===== src/verify_code_pkg.sv =====
// Constants shared by the verification code sequencer and its delay counter
package verify_code_pkg;
  // ************************************************************
  // Clock and timebase
  // ************************************************************
  localparam int CLK_HZ = 20000000;
  localparam int OSC_HZ = 74565;
  localparam int OSC_DIV = CLK_HZ / OSC_HZ;
  localparam int OSC_DIV_W = 9;
  localparam int DIV_W = 14;
  // Divider tap numbers: tap n has a period of 2**n oscillator cycles
  localparam int TAP_DELAY = 7;
  localparam int TAP_FAST32 = 8;
  localparam int TAP_FAST16 = 9;
  localparam int TAP_FAST8 = 10;
  localparam int TAP_SLOW = 13;
  localparam int TAP_SYNC = 14;
  localparam logic [1:0] SPEED_X8 = 2'h0;
  localparam logic [1:0] SPEED_X16 = 2'h1;
  // ************************************************************
  // Sequence figures
  // ************************************************************
  localparam int CODE_BITS = 9;
  localparam logic [2:0] SYNC_WAIT_TICKS = 3'h5;
  localparam logic [2:0] SYNC_PULSE_TICKS = 3'h3;
  localparam logic [2:0] GAP_TICKS = 3'h4;
  localparam logic [1:0] ONE_UNITS = 2'h3;
  localparam logic [1:0] ZERO_UNITS = 2'h1;
  localparam logic [1:0] SPACE_UNITS = 2'h3;
  localparam logic [3:0] SLOTS = 4'hC;
  localparam logic [2:0] CYCLE_CLOSE = 3'h3;
  localparam logic [2:0] CYCLE_END = 3'h4;
  localparam int DELAY_LOG2 = 11;
  // ************************************************************
  // Sequence states, Gray coded along the path except the gap to sync wait step
  // ************************************************************
  typedef enum logic [2:0] {
    ST_IDLE = 3'h0,
    ST_SYNC_WAIT = 3'h1,
    ST_SYNC_PULSE = 3'h3,
    ST_GAP = 3'h2,
    ST_BITS = 3'h6
  } seq_state_t;
endpackage


===== src/tick_delay_counter.sv =====
// Delay counter that counts timebase ticks while enabled and then holds its output
`timescale 1ns/10ps
module tick_delay_counter
  import verify_code_pkg::*;
#(
  parameter int LOG2_TICKS = DELAY_LOG2
) (
  input wire logic mclk,
  input wire logic arst_n,
  input wire logic enable,
  input wire logic tick,
  output logic done
);
  logic [LOG2_TICKS:0] cnt_ff;
  logic [LOG2_TICKS:0] nxt_cnt;

  // Count while enabled; terminal stage gates off further ticks
  always_comb begin
    nxt_cnt = cnt_ff;
    if (!enable) begin
      nxt_cnt = '0;
    end else if (tick && !cnt_ff[LOG2_TICKS]) begin
      nxt_cnt = cnt_ff + 1'b1;
    end
  end

  // Counter register
  always_ff @(posedge mclk or negedge arst_n) begin
    if (!arst_n) begin
      cnt_ff <= '0;
    end else begin
      cnt_ff <= nxt_cnt;
    end
  end

  assign done = cnt_ff[LOG2_TICKS]; // Terminal stage only
endmodule


===== src/channel_verify_code_sequencer.sv =====
// Channel verification code sequencer with selection and energize delays
//
// What this block does
// - Selection delay end starts sequence; priority low until closing sync and gap finish.
// - Sync phase counter counts five sync taps, then code output goes high.
// - Sync pulse lasts three sync tap periods at any code speed.
// - Gap counts four code clocks, releases bit logic, advances cycle counter.
// - Channel bits load in parallel into the shift register on first bit clock.
// - Then the register switches to shifting, one stored bit per bit period.
// - A one is three code clocks high, a zero one code clock high.
// - When group counter low bits are zero, code stays low three code clocks.
// - After twelve bit slots (nine pulses, three spaces), bit logic resets and gap counting restarts.
// - The 9-bit code goes out twice, each cycle preceded by a gap.
// - At cycle count three the sync phase restarts, then a closing sync follows.
// - Fourth cycle increment after closing sync ends sequence and releases priority.
// - Code output is driven in inverted polarity.
// - Execute tone after selection counts 2048 delay taps, then energize asserts.
// - Energize stays high until its enabling condition is removed.
// - Energize is driven only from the energize counter terminal stage.
// - Code clock is slow tap, or a jumper-chosen 8x, 16x or 32x tap.
// - Selection delay counts 2048 delay taps, holds high, its rise starts sequence.
// - All sequence state is reset at power-up and while idle.
// - Removing the execute tone resets energize; its fall starts a new sequence.
`timescale 1ns/10ps
module channel_verify_code_sequencer
  import verify_code_pkg::*;
#(
  parameter int OSC_DIVIDE = OSC_DIV,
  parameter int TAP_SHIFT = 0 // Moves every tap down alike; nonzero only to shorten timing
) (
  input wire logic mclk,
  input wire logic arst_n,
  input wire logic [CODE_BITS-1:0] chan_code,
  input wire logic chan_selected,
  input wire logic exec_tone,
  input wire logic fast_mode,
  input wire logic [1:0] speed_sel,
  output logic priority_n,
  output logic code_out_n,
  output logic energize
);
  // ************************************************************
  // Pin synchronisers
  // ************************************************************
  localparam int PIN_W = CODE_BITS + 5;
  logic [PIN_W-1:0] pin_meta_ff;
  logic [PIN_W-1:0] pin_ff;
  logic [CODE_BITS-1:0] code_pins;
  logic sel_s;
  logic exec_s;
  logic fast_s;
  logic [1:0] speed_s;

  // Two flops ahead of any logic
  always_ff @(posedge mclk or negedge arst_n) begin
    if (!arst_n) begin
      pin_meta_ff <= '0;
      pin_ff <= '0;
    end else begin
      pin_meta_ff <= {chan_code, chan_selected, exec_tone, fast_mode, speed_sel};
      pin_ff <= pin_meta_ff;
    end
  end

  assign {code_pins, sel_s, exec_s, fast_s, speed_s} = pin_ff;

  // ************************************************************
  // Timebase divider
  // ************************************************************
  logic [OSC_DIV_W-1:0] pre_ff;
  logic [OSC_DIV_W-1:0] nxt_pre;
  logic [DIV_W-1:0] div_ff;
  logic [DIV_W-1:0] nxt_div;
  logic osc_tick;
  logic [DIV_W:1] tap_rise;
  logic sync_tick;
  logic delay_tick;
  logic code_tick;

  // Oscillator emulation and one binary chain for every tap
  always_comb begin
    osc_tick = (pre_ff == OSC_DIV_W'(OSC_DIVIDE - 1));
    nxt_pre = osc_tick ? '0 : pre_ff + 1'b1;
    nxt_div = osc_tick ? div_ff + 1'b1 : div_ff;
    tap_rise = osc_tick ? (~div_ff & nxt_div) : '0;
  end

  // Divider registers
  always_ff @(posedge mclk or negedge arst_n) begin
    if (!arst_n) begin
      pre_ff <= '0;
      div_ff <= '0;
    end else begin
      pre_ff <= nxt_pre;
      div_ff <= nxt_div;
    end
  end

  // Tap selection
  always_comb begin
    sync_tick = tap_rise[TAP_SYNC - TAP_SHIFT];
    delay_tick = tap_rise[TAP_DELAY - TAP_SHIFT];
    if (!fast_s) begin
      code_tick = tap_rise[TAP_SLOW - TAP_SHIFT];
    end else if (speed_s == SPEED_X8) begin
      code_tick = tap_rise[TAP_FAST8 - TAP_SHIFT];
    end else if (speed_s == SPEED_X16) begin
      code_tick = tap_rise[TAP_FAST16 - TAP_SHIFT];
    end else begin
      code_tick = tap_rise[TAP_FAST32 - TAP_SHIFT];
    end
  end

  // ************************************************************
  // Selection and energize delays
  // ************************************************************
  logic sel_done;
  logic exec_en;
  logic sel_done_d_ff;
  logic energize_d_ff;
  logic start_evt;

  tick_delay_counter #(.LOG2_TICKS(DELAY_LOG2)) selection_delay_counter (
    .mclk(mclk),
    .arst_n(arst_n),
    .enable(sel_s),
    .tick(delay_tick),
    .done(sel_done)
  );

  assign exec_en = sel_done & exec_s;

  tick_delay_counter #(.LOG2_TICKS(DELAY_LOG2)) energize_counter (
    .mclk(mclk),
    .arst_n(arst_n),
    .enable(exec_en),
    .tick(delay_tick),
    .done(energize)
  );

  // Edge history for sequence triggers
  always_ff @(posedge mclk or negedge arst_n) begin
    if (!arst_n) begin
      sel_done_d_ff <= 1'b0;
      energize_d_ff <= 1'b0;
    end else begin
      sel_done_d_ff <= sel_done;
      energize_d_ff <= energize;
    end
  end

  // Selection rise or energize fall
  assign start_evt = (sel_done & ~sel_done_d_ff) | (~energize & energize_d_ff);

  // ************************************************************
  // Verification code sequence
  // ************************************************************
  seq_state_t state_ff;
  seq_state_t nxt_state;
  logic active_ff;
  logic nxt_active;
  logic [2:0] cnt_ff;
  logic [2:0] nxt_cnt;
  logic [2:0] cycle_ff;
  logic [2:0] nxt_cycle;
  logic [3:0] slot_ff;
  logic [3:0] nxt_slot;
  logic [1:0] unit_ff;
  logic [1:0] nxt_unit;
  logic load_ff;
  logic nxt_load;
  logic [CODE_BITS-1:0] shift_ff;
  logic [CODE_BITS-1:0] nxt_shift;
  logic code_ff;
  logic nxt_code;
  logic space_slot;
  logic [1:0] high_units;
  logic [1:0] slot_last;
  logic [1:0] nxt_high;

  // Next state of the sequencer
  always_comb begin
    nxt_state = state_ff;
    nxt_active = active_ff;
    nxt_cnt = cnt_ff;
    nxt_cycle = cycle_ff;
    nxt_slot = slot_ff;
    nxt_unit = unit_ff;
    nxt_load = load_ff;
    nxt_shift = shift_ff;
    space_slot = (slot_ff[1:0] == 2'h0);
    high_units = shift_ff[CODE_BITS-1] ? ONE_UNITS : ZERO_UNITS;
    slot_last = space_slot ? SPACE_UNITS - 2'h1 : high_units;
    unique case (state_ff)
      ST_IDLE: begin
        nxt_cycle = '0;
        nxt_cnt = '0;
        nxt_slot = '0;
        nxt_unit = '0;
        nxt_load = 1'b0;
        nxt_shift = '0;
        if (start_evt) begin
          nxt_state = ST_SYNC_WAIT;
          nxt_active = 1'b1;
        end
      end
      ST_SYNC_WAIT: begin
        if (sync_tick) begin
          if (cnt_ff == SYNC_WAIT_TICKS - 3'h1) begin
            nxt_state = ST_SYNC_PULSE;
            nxt_cnt = '0;
          end else begin
            nxt_cnt = cnt_ff + 3'h1;
          end
        end
      end
      ST_SYNC_PULSE: begin
        if (sync_tick) begin
          if (cnt_ff == SYNC_PULSE_TICKS - 3'h1) begin
            nxt_state = ST_GAP;
            nxt_cnt = '0;
          end else begin
            nxt_cnt = cnt_ff + 3'h1;
          end
        end
      end
      ST_GAP: begin
        if (code_tick) begin
          if (cnt_ff == GAP_TICKS - 3'h1) begin
            nxt_cnt = '0;
            nxt_cycle = cycle_ff + 3'h1;
            if (cycle_ff + 3'h1 == CYCLE_END) begin
              nxt_state = ST_IDLE;
              nxt_active = 1'b0;
            end else if (cycle_ff + 3'h1 == CYCLE_CLOSE) begin
              nxt_state = ST_SYNC_WAIT;
            end else begin
              nxt_state = ST_BITS;
              nxt_slot = '0;
              nxt_unit = '0;
              nxt_load = 1'b1;
              nxt_shift = code_pins;
            end
          end else begin
            nxt_cnt = cnt_ff + 3'h1;
          end
        end
      end
      ST_BITS: begin
        if (code_tick) begin
          if (unit_ff == slot_last) begin
            nxt_unit = '0;
            nxt_load = 1'b0;
            if (!space_slot) begin
              nxt_shift = {shift_ff[CODE_BITS-2:0], 1'b0};
            end
            if (slot_ff == SLOTS - 4'h1) begin
              nxt_state = ST_GAP;
            end else begin
              nxt_slot = slot_ff + 4'h1;
            end
          end else begin
            nxt_unit = unit_ff + 2'h1;
          end
        end
      end
      default: begin
        nxt_state = ST_IDLE;
        nxt_active = 1'b0;
      end
    endcase
    // Code level for the coming unit
    nxt_high = nxt_shift[CODE_BITS-1] ? ONE_UNITS : ZERO_UNITS;
    nxt_code = (nxt_state == ST_SYNC_PULSE) ||
               ((nxt_state == ST_BITS) && (nxt_slot[1:0] != 2'h0) && (nxt_unit < nxt_high));
  end

  // Sequencer registers; idle clears everything
  always_ff @(posedge mclk or negedge arst_n) begin
    if (!arst_n) begin
      state_ff <= ST_IDLE;
      active_ff <= 1'b0;
      cnt_ff <= '0;
      cycle_ff <= '0;
      slot_ff <= '0;
      unit_ff <= '0;
      load_ff <= 1'b0;
      shift_ff <= '0;
      code_ff <= 1'b0;
    end else begin
      state_ff <= nxt_state;
      active_ff <= nxt_active;
      cnt_ff <= nxt_cnt;
      cycle_ff <= nxt_cycle;
      slot_ff <= nxt_slot;
      unit_ff <= nxt_unit;
      load_ff <= nxt_load;
      shift_ff <= nxt_shift;
      code_ff <= nxt_code;
    end
  end

  assign priority_n = ~active_ff;
  assign code_out_n = ~code_ff;

  // ************************************************************
  // Checks
  // ************************************************************
  logic [2:0] hi_run_ff;

  // High width of the code in code clocks
  always_ff @(posedge mclk or negedge arst_n) begin
    if (!arst_n) begin
      hi_run_ff <= '0;
    end else if (!code_ff) begin
      hi_run_ff <= '0;
    end else if (code_tick && hi_run_ff != 3'h7) begin
      hi_run_ff <= hi_run_ff + 3'h1;
    end
  end
endmodule


===== config.mk =====
export PLATFORM = sky130hd
export DESIGN_NAME = channel_verify_code_sequencer
export DESIGN_NICKNAME = d
export VERILOG_FILES = /design/src/verify_code_pkg.sv /design/src/tick_delay_counter.sv /design/src/channel_verify_code_sequencer.sv
export SDC_FILE = /design/constraint.sdc
export NUM_CORES = 1
export LEC_CHECK = 0
export BUFFER_PORTS_ARGS = -buffer_cell sky130_fd_sc_hd__buf_2
export CAP_MARGIN = 20
export CORE_MARGIN = 4
export CORE_UTILIZATION = 51
export CTS_CLUSTER_SIZE = 14
export DETAILED_ROUTE_END_ITERATION = 8
export PLACE_DENSITY_LB_ADDON = 0.3
export SLEW_MARGIN = 5
export SYNTH_ARGS = -nofsm -noshare
export SYNTH_HDL_FRONTEND = slang
export SYNTH_SLANG_ARGS = --single-unit

===== constraint.sdc =====
create_clock -name mclk -period 4.42 [get_ports mclk]
set_clock_uncertainty 0.15 [all_clocks]
set_input_delay 0.884 -clock mclk [delete_from_list [all_inputs] [get_ports mclk]]
set_output_delay 0.884 -clock mclk [all_outputs]
set_load 0.01 [all_outputs]

== Word level (Yosys, flattened, before mapping) ==
Index checks and enable logic that the tools add are counted.
Storage, ports and cells
  output and inout bits: 3
  input bits: 16
  word-level logic and storage cells: 151
  flip-flop bits (word level): 103
Cells by class
  add/subtract/negate cells: 8
  multiplexer cells: 64
  reductions and logical operators: 20
  equal/unequal tests: 29
  magnitude comparators: 1
  bitwise gates (word level): 11
Operator list (count)
  two-way mux 9 bit: 8
  two-way mux 3 bit: 20
  two-way mux 12 bit: 4
  two-way mux 14 bit: 2
  two-way mux 4 bit: 7
  case mux 9 bit (3 select lines): 1
  inequality test 2 bit (second input constant): 13
  adder 12 x 1 -> 12 bit (second input constant): 2
  equality test 3 x 2 -> 1 bit (second input constant): 6
  two-way mux 2 bit: 9
  AND reduction 8 bit: 2
  case mux 3 bit (5 select lines): 1
  adder 14 x 1 -> 14 bit (second input constant): 1
  AND 14 bit: 1
  NOT 14 bit: 1
  equality test 3 bit (second input constant): 4
  case mux 3 bit (4 select lines): 1
  case mux 4 bit (3 select lines): 1
  adder 9 x 1 -> 9 bit (second input constant): 1
  equality test 9 bit (second input constant): 1
  two-way mux 1 bit: 7
  adder 3 x 1 -> 3 bit (second input constant): 2
  case mux 2 bit (3 select lines): 1
  case mux 3 bit (2 select lines): 1
  24 further kinds: 36

== Depth between registers and ports, before layout ==
  depth after elaboration: 13
  gate-level depth with buffers: 14
  mapped depth without buffers: 13

== Hierarchy ==
A second synthesis with hierarchy kept.
Unflattened totals
  cell total of the unflattened synthesis: 438
  area, all modules: 4745.8 µm²
Modules (own cells, without submodules)
  channel_verify_code_sequencer: cells each 328, instances 1, seq. area each 1976.9 µm², area each 3552.2 µm²
  tick_delay_counter: cells each 55, instances 2, seq. area each 300.3 µm², area each 596.8 µm²

== Worst setup path after synthesis ==
Ideal clock, no wire load.
  path kind: register to register
  start point: register pre_ff[0]
  end point: register code_ff
  setup time: 0.083 ns
  stages on the path, launching flop included: 15
  clock period less this slack: 3.190 ns
  path slack: 1.230 ns
  arrival time: 2.957 ns
  data required time: 4.187 ns
  path through: dfrtp_1 -> ha_1 -> and4b_2 -> buf_2 -> nand2_4 -> o32ai_4 -> and2_2 -> and3_1 -> buf_2 -> a221oi_1 -> ha_1 -> a22o_1 -> o21ai_0 -> nand4_1 -> o22ai_1
Between the ends
  word-level cells in the longest chain between the ends: 13
  elaborated cells on any way between the ends: 29
  those cells by class: order compare (1); eq/ne (3); mux (20); bitwise (1); reduce/logical (4)
RTL lines
  start: declaration: line channel_verify_code_sequencer.sv:70  | logic [OSC_DIV_W-1:0] pre_ff;
  start signal: assignment: line channel_verify_code_sequencer.sv:94  | pre_ff <= nxt_pre;
  equality test 9 bit (*): line channel_verify_code_sequencer.sv:82  | osc_tick = (pre_ff == OSC_DIV_W'(OSC_DIVIDE - 1));
  two-way mux 14 bit: line channel_verify_code_sequencer.sv:84  | nxt_div = osc_tick ? div_ff + 1'b1 : div_ff;
  AND 14 bit: line channel_verify_code_sequencer.sv:85  | tap_rise = osc_tick ? (~div_ff & nxt_div) : '0;
  two-way mux 14 bit (*): line channel_verify_code_sequencer.sv:85
  two-way mux 1 bit: line channel_verify_code_sequencer.sv:107  | end else if (speed_s == SPEED_X16) begin
  two-way mux 1 bit: line channel_verify_code_sequencer.sv:105  | end else if (speed_s == SPEED_X8) begin
  two-way mux 1 bit: line channel_verify_code_sequencer.sv:103  | if (!fast_s) begin
  two-way mux 9 bit, or another cell as far along: line channel_verify_code_sequencer.sv:250  | if (code_tick) begin
  case mux 9 bit (3 select lines), or another cell as far along: line channel_verify_code_sequencer.sv:194  | unique case (state_ff)
  two-way mux 2 bit, or another cell as far along: line channel_verify_code_sequencer.sv:273  | nxt_high = nxt_shift[CODE_BITS-1] ? ONE_UNITS : ZERO_UNITS;
  < comparator 2 bit / logical AND 1 bit (equally long branches): line channel_verify_code_sequencer.sv:275  | ((nxt_state == ST_BITS) && (nxt_slot[1:0] != 2'h0) && (nxt_unit < nxt_high));
  logical AND 1 bit: line channel_verify_code_sequencer.sv:275
  logical OR 1 bit (*): line channel_verify_code_sequencer.sv:274  | nxt_code = (nxt_state == ST_SYNC_PULSE) ||
  via nxt_code: line channel_verify_code_sequencer.sv:175  | logic nxt_code;
  end signal: assignment: line channel_verify_code_sequencer.sv:299  | code_ff <= nxt_code;
  end: declaration: line channel_verify_code_sequencer.sv:174  | logic code_ff;
The timed path passes the listed nets; every way through them passes the cells marked *. The select of a mux whose other input is x is not followed.
A chain may end at the register's enable or synchronous reset.

== Final worst setup path ==
  start point: register pre_ff[5]
  end point: register code_ff
Same word-level chain as after synthesis.

==> flow_summary.toml <==
[power_and_ir_drop]
leakage_nw = 2.38
power_mw = 1.56
powerDensity_nw_per_um2 = 300
vdd_drop_max_mv = 0.201

[synthesis]
syn_area_um2 = 4840
ys_ff_latch = 103
synth_cell_types = 61
yosysWarnings = 0
yosysSeqAreaShare_pct = 53.2
synth-edff-count = 0
synth_nets = 485
syn_inst = 454
syn_avg_cell_area_um2 = 10.7
synthArstFlopShare_pct = 100
ys.flop_type = "dfrtp_1"

[global_routing]
grt_pass1_wl_mm = 14.3
grt_start_max_net_pins = 39
grtUsageTotal_pct = 15.8
grt_pass1_vias = 3156
overflow = 0
antenna_found_initial = 0

[drt]
antenna_violating_nets_post_route = 0
num_vias = 3268
vias_per_cell = 5.38
first_pass_iters = 5
wl_per_cell_um = 13.5
drc = 0
drtIter0Drc = 164
routed_wl_mm = 8.21

[timing]
slew_headroom_pct = 49.3
max_freq_ghz = 0.278
worst_pin_slew_ps = 755
timing.final.ws_setup_ps = 826
setup_viol = 0
rsz0062_at_grt = "false"
period_needed_ps = 3590
fin_crit_sh_pct = 81.3
tns_ps = 0
maxSlewViolCount = 0
timing.hold.ws_ps = 204
hold_viol = 0

[critical_path]
worstPathRequired_ps = 4570
path_class = "flip-flop to flip-flop"
crit_family = "simple AND/OR/NAND/NOR gates"
worstPathArrival_ps = 3740
slowest_delay_ps = 540
start_kind = "flip-flop"
worstPathMaxFanout = 10
cp_slowest_cell = "nor4_4"
crit_path_end_kind = "flip-flop"
path_buf_inv = 0
path_cells = "nor4_4, nand2_4, o32ai_4, and2_2, and3_1, a221oi_1, ha_1, a22o_1, o21ai_0, nand4_1, o22ai_1"

[final_layout]
fillerInstances = 797
instances_no_fill = 607
final_core_util_pct = 56.3
design_area_um2 = 5200
areaGrowthSynthToFinish_pct = 7.44
num_antenna_cells = 0
drive_gt1_share_pct = 12.1
nNetsFinal = 504

[placement]
placed_cell_area_um2 = 5000
pre_cts_slack_ps = 815
port_buffers = 18
gp_congestion = 0.911
dp_hpwl_mm = 5.80
dp_cells = 591

[cts]
ctsHoldBuffers = 0
clock_path_buffers = 2
cts_inserted_buffers = 9
h-tree-depth = 3
root_buffer = "clkbuf_8"
clk_pin_slew_ps = 100
cts.sinks = 103
tritoncts = "yes"
cts_setup_buffers = 0
post_cts_resized = 0
insertion_delay_ps = 370

[die]
die_h_um = 105
dieArea_um2 = 11100
initial_utilization_pct = 52.4
rows = 35
ios = 19
core_um2 = 9240
die_x_um = 105

[worst_hold_path]
worstHoldPathType = "flip-flop to flip-flop"

[run_status]
status = "finished, final reports clean"

[job]
drv_cap = 0
==> Yosys cell counts, drive strengths merged (2+ instances only) <==
cell	count	share of area, %
dfrtp	103	53
xor2	16	2.9
or2	2	0.26
and3	9	1.3
nor4	3	0.83
nor2	33	2.6
a221oi	2	0.36
o32ai	2	0.75
nand2	53	4.3
and2	14	1.9
a22oi	7	1.1
nand3	19	2.0
a21oi	12	1.2
a211oi	2	0.41
mux2i	5	1.0
a22o	5	0.90
nor3	12	1.4
nor2b	6	0.78
a31oi	6	0.78
nand2b	7	0.90
and4	3	0.54
buf	4	0.41
o21ai	23	2.4
nand4	17	2.3
ha	15	3.9
nor3b	2	0.31
bufbuf	2	1.3
clkbuf	6	0.47
inv	21	1.6
a21o	2	0.31
xnor2	23	4.2
==> state kept, by name, indices dropped and copies added (netlist names), 2 cells and up, named ones only <==
signal	flops
state_ff	3
pin_ff	14
slot_ff	4
cnt_ff	3
pin_meta_ff	14
unit_ff	2
energize_counter.cnt_ff	12
pre_ff	9
shift_ff	9
cycle_ff	3
div_ff	7
selection_delay_counter.cnt_ff	12
==> area by class of cell <==
cell class	count	area, um2	area share, %
clock inverters	6	61.3	1.18
well taps	129	161	3.10
inverters	21	78.8	1.52
flip-flops and latches	103	2580	49.6
clock buffers	10	138	2.65
repair buffers	20	108	2.07
multi-input cells	318	2080	39.9
==> cell usage in the layout, fill, tap and decap left out, types with 2 or more instances in the layout <==
| master | count |
|---|---|
| nand2b_1 | 7 |
| a31oi_1 | 6 |
| nand3_1 | 19 |
| xnor2_1 | 23 |
| o21ai_0 | 22 |
| a221oi_1 | 2 |
| nor3_2 | 2 |
| nor2b_1 | 6 |
| nor3b_1 | 2 |
| and3_2 | 2 |
| and3_1 | 6 |
| buf_4 | 3 |
| dfrtp_1 | 103 |
| nand2_1 | 52 |
| inv_6 | 2 |
| and2_1 | 10 |
| nor3_1 | 10 |
| nor2_1 | 33 |
| clkbuf_8 | 10 |
| inv_1 | 21 |
| and2_2 | 4 |
| and4_1 | 3 |
| mux2i_1 | 5 |
| a21o_1 | 2 |
| a21oi_1 | 12 |
| xor2_1 | 16 |
| ha_1 | 15 |
| nand4_1 | 16 |
| buf_2 | 17 |
| a22oi_1 | 7 |
| a22o_1 | 5 |
==> where the power goes <==
| group | leakage (nW) | internal (mW) | switching (mW) |
|---|---|---|---|
| sequential | 1.36 | 0.954 | 0.00518 |
| combinational | 0.923 | 0.00823 | 0.0207 |
| clock | 0.0982 | 0.234 | 0.338 |
| total | 2.38 | 1.20 | 0.364 |
==> path summary, 6_finish.rpt <==
kind / end / slack [ps] / depth (start not counted) / startpoint
setup / recovery: code_ff / 830 / 11 / pre_ff[5]
hold / removal: pin_ff[1] / 200 / 0 / pin_meta_ff[1]
setup reg to reg: code_ff / 830 / 11 / pre_ff[5]
hold reg to reg: pin_ff[1] / 200 / 0 / pin_meta_ff[1]
max in group asynchronous: shift_ff[3] / 3030 / 2 / arst_n
min in group asynchronous: selection_delay_counter.cnt_ff[6] / 290 / 1 / arst_n
==> per-layer routing <==
metal,part of all wire [%],vias up,global-route usage (%)
met5,0,-,0
met4,1.4,0,5.72
met3,4.4,10,4.04
met2,46,73,24.0
met1,48,1577,21.9
li1,-,1608,-
==> cell families after synthesis <==
family	count (synthesis)	synth area share (%)
xor+xnor	39	7.06
mux	6	1.27
simple gates	187	20.8
buf+inv	33	3.85
fa+ha+maj	15	3.88
flops	103	53.2
compound gates	71	9.95
No activity file was read; power rests on OpenSTA's default activity.
